--- config.mk ---
export PLATFORM = sky130hd
export DESIGN_NAME = serial_result_port
export DESIGN_NICKNAME = d
export VERILOG_FILES = /design/src/hw/serial_result_port.v
export VERILOG_INCLUDE_DIRS = /design/src /design/src/hw
export SDC_FILE = /design/constraint.sdc
export NUM_CORES = 1
export LEC_CHECK = 0
export BUFFER_PORTS_ARGS = -buffer_cell sky130_fd_sc_hd__buf_2
export CORE_MARGIN = 2
export CORE_UTILIZATION = 55
export DETAILED_ROUTE_END_ITERATION = 10
export HOLD_SLACK_MARGIN = 0.05
export PLACE_DENSITY_LB_ADDON = 0.12
export SYNTH_ARGS = -nofsm -noshare
export SYNTH_HDL_FRONTEND = slang
export SYNTH_SLANG_ARGS = --single-unit
--- constraint.sdc ---
create_clock -name hclk -period 2.3 [get_ports hclk]
set_input_delay 0.115 -clock hclk [delete_from_list [all_inputs] [get_ports hclk]]
set_output_delay 0.115 -clock hclk [all_outputs]
set_load 0.02 [all_outputs]
--- src/hw/serial_result_regs.vh ---
`ifndef SERIAL_RESULT_REGS_VH
`define SERIAL_RESULT_REGS_VH

// Register byte offsets
`define REG_CTRL        12'h000
`define REG_RESULT      12'h004
`define REG_STATUS      12'h008
`define REG_PARALLEL    12'h00c

// Control fields
`define CTRL_MODE_LO    0
`define CTRL_MODE_HI    1
`define CTRL_CLK_SRC    2
`define CTRL_INVERT     3
`define CTRL_CODING     4
`define CTRL_START      8

// Status fields
`define STAT_BUSY       0
`define STAT_LOADED     1

// Serial interface selection value
`define MODE_SERIAL     2'h3

// Chain delay in serial clock periods
`define CHAIN_DELAY     16

// AHB encodings
`define HTRANS_NONSEQ   2'h2
`define HSIZE_WORD      3'h2

// Parallel register bit positions
`define PAR_BIT_TEN     0
`define PAR_BIT_ELEVEN  1
`define PAR_BIT_TWELVE  2
`define PAR_MSB         2

`endif
--- src/hw/serial_result_port.v ---
// Behaviour
// - Chain input reaches output after eighteen periods
// - Slave mode accepts upstream converter serial data
// - Parallel modes: shared pin drives bit ten
// - Mode three: pin is serial result output
// - Result held, shifted out MSB first
// - Coding select picks offset binary or two's
// - Master: bit changes on the inactive clock edge
// - Slave, invert low: update on rising edge
// - Slave, invert high: update on falling edge
// - Mode three: clock source select sets clock pin direction
// - Parallel modes: clock pin drives bit eleven
// - Parallel modes: neighbour pin drives bit twelve
// - Source low master drives clock; high slave
// - Invert select chooses active edge: low rising
`timescale 1ns/1ns
`default_nettype none
`include "serial_result_regs.vh"

module serial_result_port #(
	parameter WIDTH    = 18,
	parameter DIV_HALF = 4
)(
	// Clock and reset
	input  wire        hclk,
	input  wire        hresetn,
	// AHB-Lite slave
	input  wire        hsel,
	input  wire [11:0] haddr,
	input  wire [1:0]  htrans,
	input  wire        hwrite,
	input  wire [2:0]  hsize,
	input  wire        hready,
	input  wire [31:0] hwdata,
	output wire [31:0] hrdata,
	output wire        hreadyout,
	output wire        hresp,
	// Chip select from host, gates the external clock
	input  wire        chip_select_n,
	// Shared data pin: serial result or parallel bit ten
	output wire        serial_result_out,
	output wire        serial_result_out_oe_n,
	// Shared clock pin: serial clock or parallel bit eleven
	input  wire        serial_result_clock_in,
	output wire        serial_result_clock,
	output wire        serial_result_clock_oe_n,
	// Parallel bit twelve, chain input
	output wire        parallel_bit_twelve,
	input  wire        chain_input
);

	localparam CW = 8;
	localparam ST_IDLE  = 2'h0;
	localparam ST_SHIFT = 2'h1;

	reg  [1:0]       mode_r;
	reg              clk_src_r;
	reg              invert_r;
	reg              coding_r;
	reg  [WIDTH-1:0] result_r;
	reg              loaded_r;
	reg  [31:0]      hrdata_r;
	reg              ph_valid_r;
	reg              ph_write_r;
	reg  [11:0]      ph_addr_r;
	reg              ph_word_r;

	reg  [1:0]       state_r;
	reg  [WIDTH-1:0] shift_r;
	reg              cs_seen_r;
	reg  [7:0]       bit_cnt_r;
	reg              sdo_r;
	reg  [CW-1:0]    div_r;
	reg              mclk_r;
	reg              start_r;
	reg  [2:0]       pin_clk_s;
	reg  [1:0]       cs_s;
	reg  [1:0]       chain_s;
	reg  [2:0]       par_r;

	wire serial_mode = (mode_r == `MODE_SERIAL);
	wire master      = ~clk_src_r;
	wire [WIDTH-1:0] coded = coding_r ? result_r
		: {~result_r[WIDTH-1], result_r[WIDTH-2:0]};

	// AHB address phase capture
	wire take = hsel & hready & (htrans == `HTRANS_NONSEQ);
	always @(posedge hclk or negedge hresetn)
	begin
		if (!hresetn)
		begin
			ph_valid_r <= 1'b0;
			ph_write_r <= 1'b0;
			ph_addr_r  <= 12'h000;
			ph_word_r  <= 1'b0;
		end
		else if (hready)
		begin
			ph_valid_r <= take;
			ph_write_r <= hwrite;
			ph_addr_r  <= haddr;
			ph_word_r  <= (hsize == `HSIZE_WORD);
		end
	end

	// Registers take whole words only; narrower writes are ignored
	wire wr = ph_valid_r & ph_write_r & ph_word_r;
	wire rd = take & ~hwrite;

	// Register writes; start is a one-cycle request
	always @(posedge hclk or negedge hresetn)
	begin
		if (!hresetn)
		begin
			mode_r    <= 2'h0;
			clk_src_r <= 1'b0;
			invert_r  <= 1'b0;
			coding_r  <= 1'b0;
			result_r  <= {WIDTH{1'b0}};
			start_r   <= 1'b0;
			par_r     <= 3'h0;
		end
		else
		begin
			start_r <= 1'b0;
			if (wr && ph_addr_r == `REG_CTRL)
			begin
				mode_r    <= hwdata[`CTRL_MODE_HI:`CTRL_MODE_LO];
				clk_src_r <= hwdata[`CTRL_CLK_SRC];
				invert_r  <= hwdata[`CTRL_INVERT];
				coding_r  <= hwdata[`CTRL_CODING];
				start_r   <= hwdata[`CTRL_START];
			end
			if (wr && ph_addr_r == `REG_RESULT)
				result_r <= hwdata[WIDTH-1:0];
			if (wr && ph_addr_r == `REG_PARALLEL)
				par_r <= hwdata[`PAR_MSB:0];
		end
	end

	// Read data registered in the address phase, valid in data phase
	always @(posedge hclk or negedge hresetn)
	begin
		if (!hresetn)
			hrdata_r <= 32'h0000_0000;
		else if (rd)
		begin
			case (haddr)
			`REG_CTRL:
				hrdata_r <= {27'h0, coding_r, invert_r, clk_src_r,
					mode_r};
			`REG_RESULT:
				hrdata_r <= {{(32-WIDTH){1'b0}}, result_r};
			`REG_STATUS:
				hrdata_r <= {30'h0, loaded_r, state_r == ST_SHIFT};
			`REG_PARALLEL:
				hrdata_r <= {29'h0, par_r};
			default:
				hrdata_r <= 32'h0000_0000;
			endcase
		end
	end

	assign hrdata    = hrdata_r;
	assign hreadyout = 1'b1;
	assign hresp     = 1'b0;

	// Pin synchronisers; first stage feeds only the second
	always @(posedge hclk or negedge hresetn)
	begin
		if (!hresetn)
		begin
			pin_clk_s <= 3'h0;
			cs_s      <= 2'h3;
			chain_s   <= 2'h0;
		end
		else
		begin
			pin_clk_s <= {pin_clk_s[1:0], serial_result_clock_in};
			cs_s      <= {cs_s[0], chip_select_n};
			chain_s   <= {chain_s[0], chain_input};
		end
	end

	wire ext_rise = pin_clk_s[1] & ~pin_clk_s[2];
	wire ext_fall = ~pin_clk_s[1] & pin_clk_s[2];
	wire ext_edge = ~cs_s[1] & (invert_r ? ext_fall : ext_rise);

	// Master clock divider; data changes at the inactive edge so it
	// is settled half a period either side of the active edge
	wire div_end = (div_r == DIV_HALF[CW-1:0] - 8'h01);
	wire m_update = div_end & (mclk_r ^ invert_r);
	always @(posedge hclk or negedge hresetn)
	begin
		if (!hresetn)
		begin
			div_r  <= {CW{1'b0}};
			mclk_r <= 1'b0;
		end
		else if (state_r == ST_SHIFT && master)
		begin
			div_r <= div_end ? {CW{1'b0}} : div_r + 8'h01;
			if (div_end)
				mclk_r <= ~mclk_r;
		end
		else
		begin
			div_r  <= {CW{1'b0}};
			mclk_r <= invert_r;
		end
	end

	// slave shifts on the selected external edge
	wire step = master ? m_update : ext_edge;
	// Result word plus the chained bits that follow it
	wire [31:0] total_w = WIDTH + `CHAIN_DELAY;
	wire [7:0]  total   = total_w[7:0];

	always @(posedge hclk or negedge hresetn)
	begin
		if (!hresetn)
		begin
			state_r   <= ST_IDLE;
			shift_r   <= {WIDTH{1'b0}};
			cs_seen_r <= 1'b0;
			bit_cnt_r <= 8'h00;
			sdo_r     <= 1'b0;
			loaded_r  <= 1'b0;
		end
		else
		begin
			case (state_r)
			ST_IDLE:
				if (start_r && serial_mode)
				begin
					shift_r   <= coded;
					cs_seen_r <= 1'b0;
					sdo_r     <= coded[WIDTH-1];
					bit_cnt_r <= 8'h01;
					loaded_r  <= 1'b1;
					state_r   <= ST_SHIFT;
				end
			ST_SHIFT:
			begin
				if (!cs_s[1])
					cs_seen_r <= 1'b1;
				if (!serial_mode)
				begin
					state_r  <= ST_IDLE;
					loaded_r <= 1'b0;
				end
				// In slave mode, a host that lifts its select mid-word has cut the
				// frame: give up the rest rather than hang in shift
				else if (!master && cs_seen_r && cs_s[1])
				begin
					state_r  <= ST_IDLE;
					loaded_r <= 1'b0;
				end
				else if (step)
				begin
					// Chain bits enter at the tail and surface right
					// after the result word, one bit per period
					shift_r <= {shift_r[WIDTH-2:0],
						chain_s[1]};
					sdo_r   <= shift_r[WIDTH-2];
					if (bit_cnt_r == total)
					begin
						state_r  <= ST_IDLE;
						loaded_r <= 1'b0;
					end
					bit_cnt_r <= bit_cnt_r + 8'h01;
				end
			end
			default:
				state_r <= ST_IDLE;
			endcase
		end
	end

	// Shared pins; in a parallel mode every pin is a driven bus bit,
	// so both enables stay low there
	wire par_ten    = par_r[`PAR_BIT_TEN];
	wire par_eleven = par_r[`PAR_BIT_ELEVEN];
	wire out_idle   = (state_r != ST_SHIFT);
	assign serial_result_out = serial_mode
		? sdo_r
		: par_ten;
	assign serial_result_out_oe_n = serial_mode
		? out_idle
		: 1'b0;
	assign serial_result_clock = serial_mode
		? mclk_r
		: par_eleven;
	assign serial_result_clock_oe_n = serial_mode
		? clk_src_r
		: 1'b0;
	assign parallel_bit_twelve = par_r[`PAR_BIT_TWELVE];

endmodule // serial_result_port
`default_nettype wire

Word level (Yosys, flattened, before mapping) --
Cells that the tools add are included.
Cells by class: add/sub/neg operators 2, eq/ne operators 20, multiplexer cells 43, bitwise logic cells 17, reduce and logical (&&, ||, !) cells 15
Operator list (number):
- 18-bit one-hot mux with 4 select lines | 1
- 17-bit 2-to-1 mux | 4
- 8-bit 2-to-1 mux | 6
- 12-bit by 4-bit equality test with 1-bit output (second input constant) | 3
- 17-bit one-hot mux with 2 select lines | 1
- 12-bit by 3-bit equality test with 1-bit output (second input constant) | 2
- 12-bit logical NOT | 2
- 1-bit 2-to-1 mux | 20
- 18-bit 2-to-1 mux | 1
- 8-bit by 1-bit adder with 8-bit output (second input constant) | 2
- 8-bit one-hot mux with 2 select lines | 1
- 2-bit inequality test (second input constant) | 6
- 2-bit 2-to-1 mux | 5
- 1-bit bitwise AND | 9
- 8-bit by 2-bit equality test with 1-bit output (second input constant) | 1
- 8-bit by 6-bit equality test with 1-bit output (second input constant) | 1
- 1-bit logical AND | 7
- 1-bit inverter | 7
- 1-bit one-hot mux with 2 select lines | 3
- 3-bit AND reduction | 2
- 5-bit AND reduction | 1
- 2-bit equality test (second input constant) | 2
- 4-bit by 2-bit inequality test with 1-bit output (second input constant) | 1
- 4-bit by 3-bit inequality test with 1-bit output (second input constant) | 1
- other kinds (8) | 8
Storage, ports and cells: bits in registers 120

Longest topological paths before layout --
depth after elaboration 9, mapped depth 8, mapped depth without buffers 5

Least setup slack after synthesis --
No wires, ideal clock.
path type reg-to-reg, start reg div_r[0], end reg sdo_r, setup time 82 ps, arrival time 1773 ps, required time 2218 ps, setup slack 445 ps, stages on the path, launching flop included 9, cell sequence dfrtp_1 -> ha_1 -> nor4b_1 -> and4b_1 -> buf_2 -> or3_4 -> buf_6 -> buf_12 -> a22oi_2
Between the ends: word-level cells in the longest chain between the ends 5
RTL lines:
- from (decl) | RTL line serial_result_port.v:73 | reg [CW-1:0] div_r;
- from (signal assigned) | RTL line serial_result_port.v:197 | div_r <= {CW{1'b0}};
- from (signal assigned) | RTL line serial_result_port.v:202 | div_r <= div_end ? {CW{1'b0}} : div_r + 8'h01;
- from (signal assigned) | RTL line serial_result_port.v:208 | div_r <= {CW{1'b0}};
- 8-bit by 2-bit equality test with 1-bit output | RTL line serial_result_port.v:191 | wire div_end = (div_r == DIV_HALF[CW-1:0] - 8'h01);
- 1-bit bitwise AND | RTL line serial_result_port.v:192 | wire m_update = div_end & (mclk_r ^ invert_r);
- 1-bit 2-to-1 mux | RTL line serial_result_port.v:214 | wire step = master ? m_update : ext_edge;
- 2-bit inequality test (no source line)
- 5-bit AND reduction (no source line)
- to (signal assigned) | RTL line serial_result_port.v:238 | sdo_r <= coded[WIDTH-1];
- to (signal assigned) | RTL line serial_result_port.v:265 | sdo_r <= shift_r[WIDTH-2];
- to (decl) | RTL line serial_result_port.v:72 | reg sdo_r;
No other way between the ends. A chain may end at the register's enable or synchronous reset.

Worst setup path after layout --
start reg div_r[0], end reg shift_r[1]
Between the ends: word-level cells in the longest chain between the ends 5
RTL lines:
- 8-bit by 2-bit equality test with 1-bit output | RTL line serial_result_port.v:191
- 1-bit bitwise AND | RTL line serial_result_port.v:192
- 1-bit 2-to-1 mux | RTL line serial_result_port.v:214
- 2-bit inequality test (no source line)
- 5-bit AND reduction (no source line)
- to (signal assigned) | RTL line serial_result_port.v:224 | shift_r <= {WIDTH{1'b0}};
- to (signal assigned) | RTL line serial_result_port.v:236 | shift_r <= coded;
- to (signal assigned) | RTL line serial_result_port.v:263 | shift_r <= {shift_r[WIDTH-2:0],
- to (decl) | RTL line serial_result_port.v:69 | reg [WIDTH-1:0] shift_r;
No other way between the ends.

==> metrics.cfg <==
[run_status]
outcome=complete, no violations

[placement]
dp_hpwl_um=6670
io_buffer_count=65
gp_congestion=0.797
dp_cells=567

[synth]
yosys.area.top_type=dfrtp_1
netlist_top_cells_count=dfrtp_1 (102), mux2_2 (43), nor2_1 (36)
syn_area_mm2=0.00487
avgSynthCellArea_um2=11.9
synth_top_area_share_pct=52.4
yosysUniqueCellTypes=50
async_flop_share_pct=100
syn_inst=411
synth-edff-count=0
synth.yosys.seq_area_share_pct=53.5
yosys_most_used_dff=dfrtp_1
synth_area_leaders=dfrtp_1 (52%), mux2_2 (9.9%), a211oi_1 (2.8%)
synth-seq-cells=104
synth.most_common_cell=dfrtp_1
synth_warnings=0

[global_routing]
grt_pass1_wl_um=17700
grt_usage_pct=22.5
grt_max_degree=73
grt-ovfl-total=0
grt_antenna_before_repair=0
grt_pass1_vias=3683

[critical_path]
path_class=flip-flop to flip-flop
crit_fanout=18
cp-end-kind=flip-flop
cp-start-kind=flip-flop
required_ns=2.52
crit_arrival_ns=2.18

[floorplanning]
num_rows=34
die_w_um=98.1
start_util_pct=56.4
dieHeight_um=98.1
core_mm2=0.00864
ios=96
die_area_mm2=0.00963

[clocking]
h-tree-depth=3
root_buffer=clkbuf_8
clkTransAtPathRegs_ns=0.09
cts.sinks=104
cts_tree=done
cts-buffers-inserted=9
hold_buffers=35
postCtsSetupBuffers=0
cts.repair.resized=0
clk_latency_ns=0.35
clock_path_buffers=2

[route]
ant_nets=0
vias_per_cell=5.59
vias=3453
initialDrtViolationCount=191
dr.pass1.iters=4
drt_wl_total_um=10200
wl_per_cell_um=16.5
drc=0

[job]
drv_cap=0

[sta]
grt_setup_unrepaired=no
fmax_mhz=510
period_minus_slack_ns=1.96
drv_slew=0
tightest_slew_ns=0.905
slew_headroom_pct=39.7
tns_ns=0
hold_viol_final=0
skew_ns=0.00912
fin_crit_sh_pct=85.3
setup_violations=0

[power]
ir_drop_uv=344
powerDensity_mw_per_mm2=539
p_total_mw=3.11
p_leak_nw=2.79

[layout]
diodes=0
fillers=693
drive_gt1_share_pct=29.6
area_delta_synth_final_pct=18.4
final_nets=565
finalNonFillerCells=618

[hold_path]
hold_class=input pin to flip-flop

## registers in the layout, indices dropped and copies added, names as in the netlist, 2 cells and up
| signal | count |
|---|---|
| hrdata | 18 |
| result_r | 18 |
| shift_r | 17 |
| ph_addr_r | 12 |
| bit_cnt_r | 8 |
| div_r | 8 |
| par_r | 3 |
| pin_clk_s | 3 |
| chain_s | 2 |
| cs_s | 2 |
| mode_r | 2 |
## stage by stage
step	cell area (um^2)	util [%]	hold WS, ns	worst slack (ns)
final	5770	66.8	0.131	0.338
after global routing	5770	66.8	0.133	0.170
after CTS	5770	66.8	0.121	0.324
after detailed placement	5250	60.7	0.0831	0.324
after global placement	5250	60.7	0.0851	0.382
after floorplan	4920	-	-0.181	0.445
## path summary, 6_finish.rpt
kind                                    start                       end  slack [ns]  depth (start not counted)
min                                  haddr[3]  ph_addr_r[3]$_DFFE_PN0P_        0.13                          2
min reg2reg                 cs_s[0]$_DFF_PN1_         cs_s[1]$_DFF_PN1_        0.37                          0
max in group asynchronous             hresetn   shift_r[13]$_DFFE_PN0P_        1.34                          3
max                        div_r[0]$_DFF_PN0_    shift_r[1]$_DFFE_PN0P_        0.34                          6
min in group asynchronous             hresetn    ph_valid_r$_DFFE_PN0P_        0.23                          2
max reg2reg                div_r[0]$_DFF_PN0_    shift_r[1]$_DFFE_PN0P_        0.34                          6
## cell usage in the layout, fill, tap and decap left out, types with 3 or more instances in the layout
master,count
dfrtp_1,102
buf_2,64
mux2_2,43
nor2_1,36
dlygate4sd3_1,35
nand2_1,23
nor2b_1,18
a211oi_1,18
conb_1,16
a22o_1,13
o211ai_1,12
a22oi_2,10
clkbuf_8,10
nand3_1,9
a22oi_1,8
buf_4,8
mux2i_1,6
xnor2_1,5
inv_1,4
nor4b_1,4
nor3_1,4
xor2_1,4
o21ai_0,4
and3_1,3
and3b_1,3
and4b_1,3
nor4_1,3
nand4_1,3
nor3b_1,3
ha_1,3
buf_12,3
## worst max-delay path, stage by stage, from the launching register on
cell and delay (ns):
dfrtp_1 0.38, ha_1 0.20, nor4b_1 0.34, and4b_1 0.32, buf_4 0.19, or3_4 0.31, a22oi_1 0.11
## power by group
part	leakage, nW	internal (mW)	switching, mW
logic	1.30	0.0981	0.104
registers	1.40	1.86	0.0183
clock network	0.0830	0.427	0.602
## metal layers
metal  vias to the layer above  wire length, um  GRT usage, %  part of all wire (%)
li1                       1637                -             -                     -
met1                      1726             4680          30.9                    46
met2                        85             5030          37.9                    49
met3                         5              398          3.36                   3.9
met4                         0               63          5.56                  0.62
met5                         -                0             0                     0
## cells by family after synthesis
logic type / after synthesis / synth area share (%)
xor gates and xnor gates: 9 / 1.62
AOI/OAI and AO/OA: 76 / 13.0
other: 2 / 0.154
buffers and inverters: 45 / 5.65
and+or+nand+nor: 121 / 13.2
DFF: 104 / 53.5
adders and majority gates: 3 / 0.770
muxes: 51 / 12.1
## layout make-up
class                           instances  area [um^2]  area share (%)
Clock buffer                           12          145            2.52
Inverter                                4         15.0           0.260
Sequential cell                       104         2610            45.2
Tap cell                              108          135            2.34
Multi-Input combinational cell        276         2050            35.5
Clock inverter                          4         28.8           0.499
Timing Repair Buffer                  110          791            13.7
Note: power is estimated with default switching activity, not from simulation.
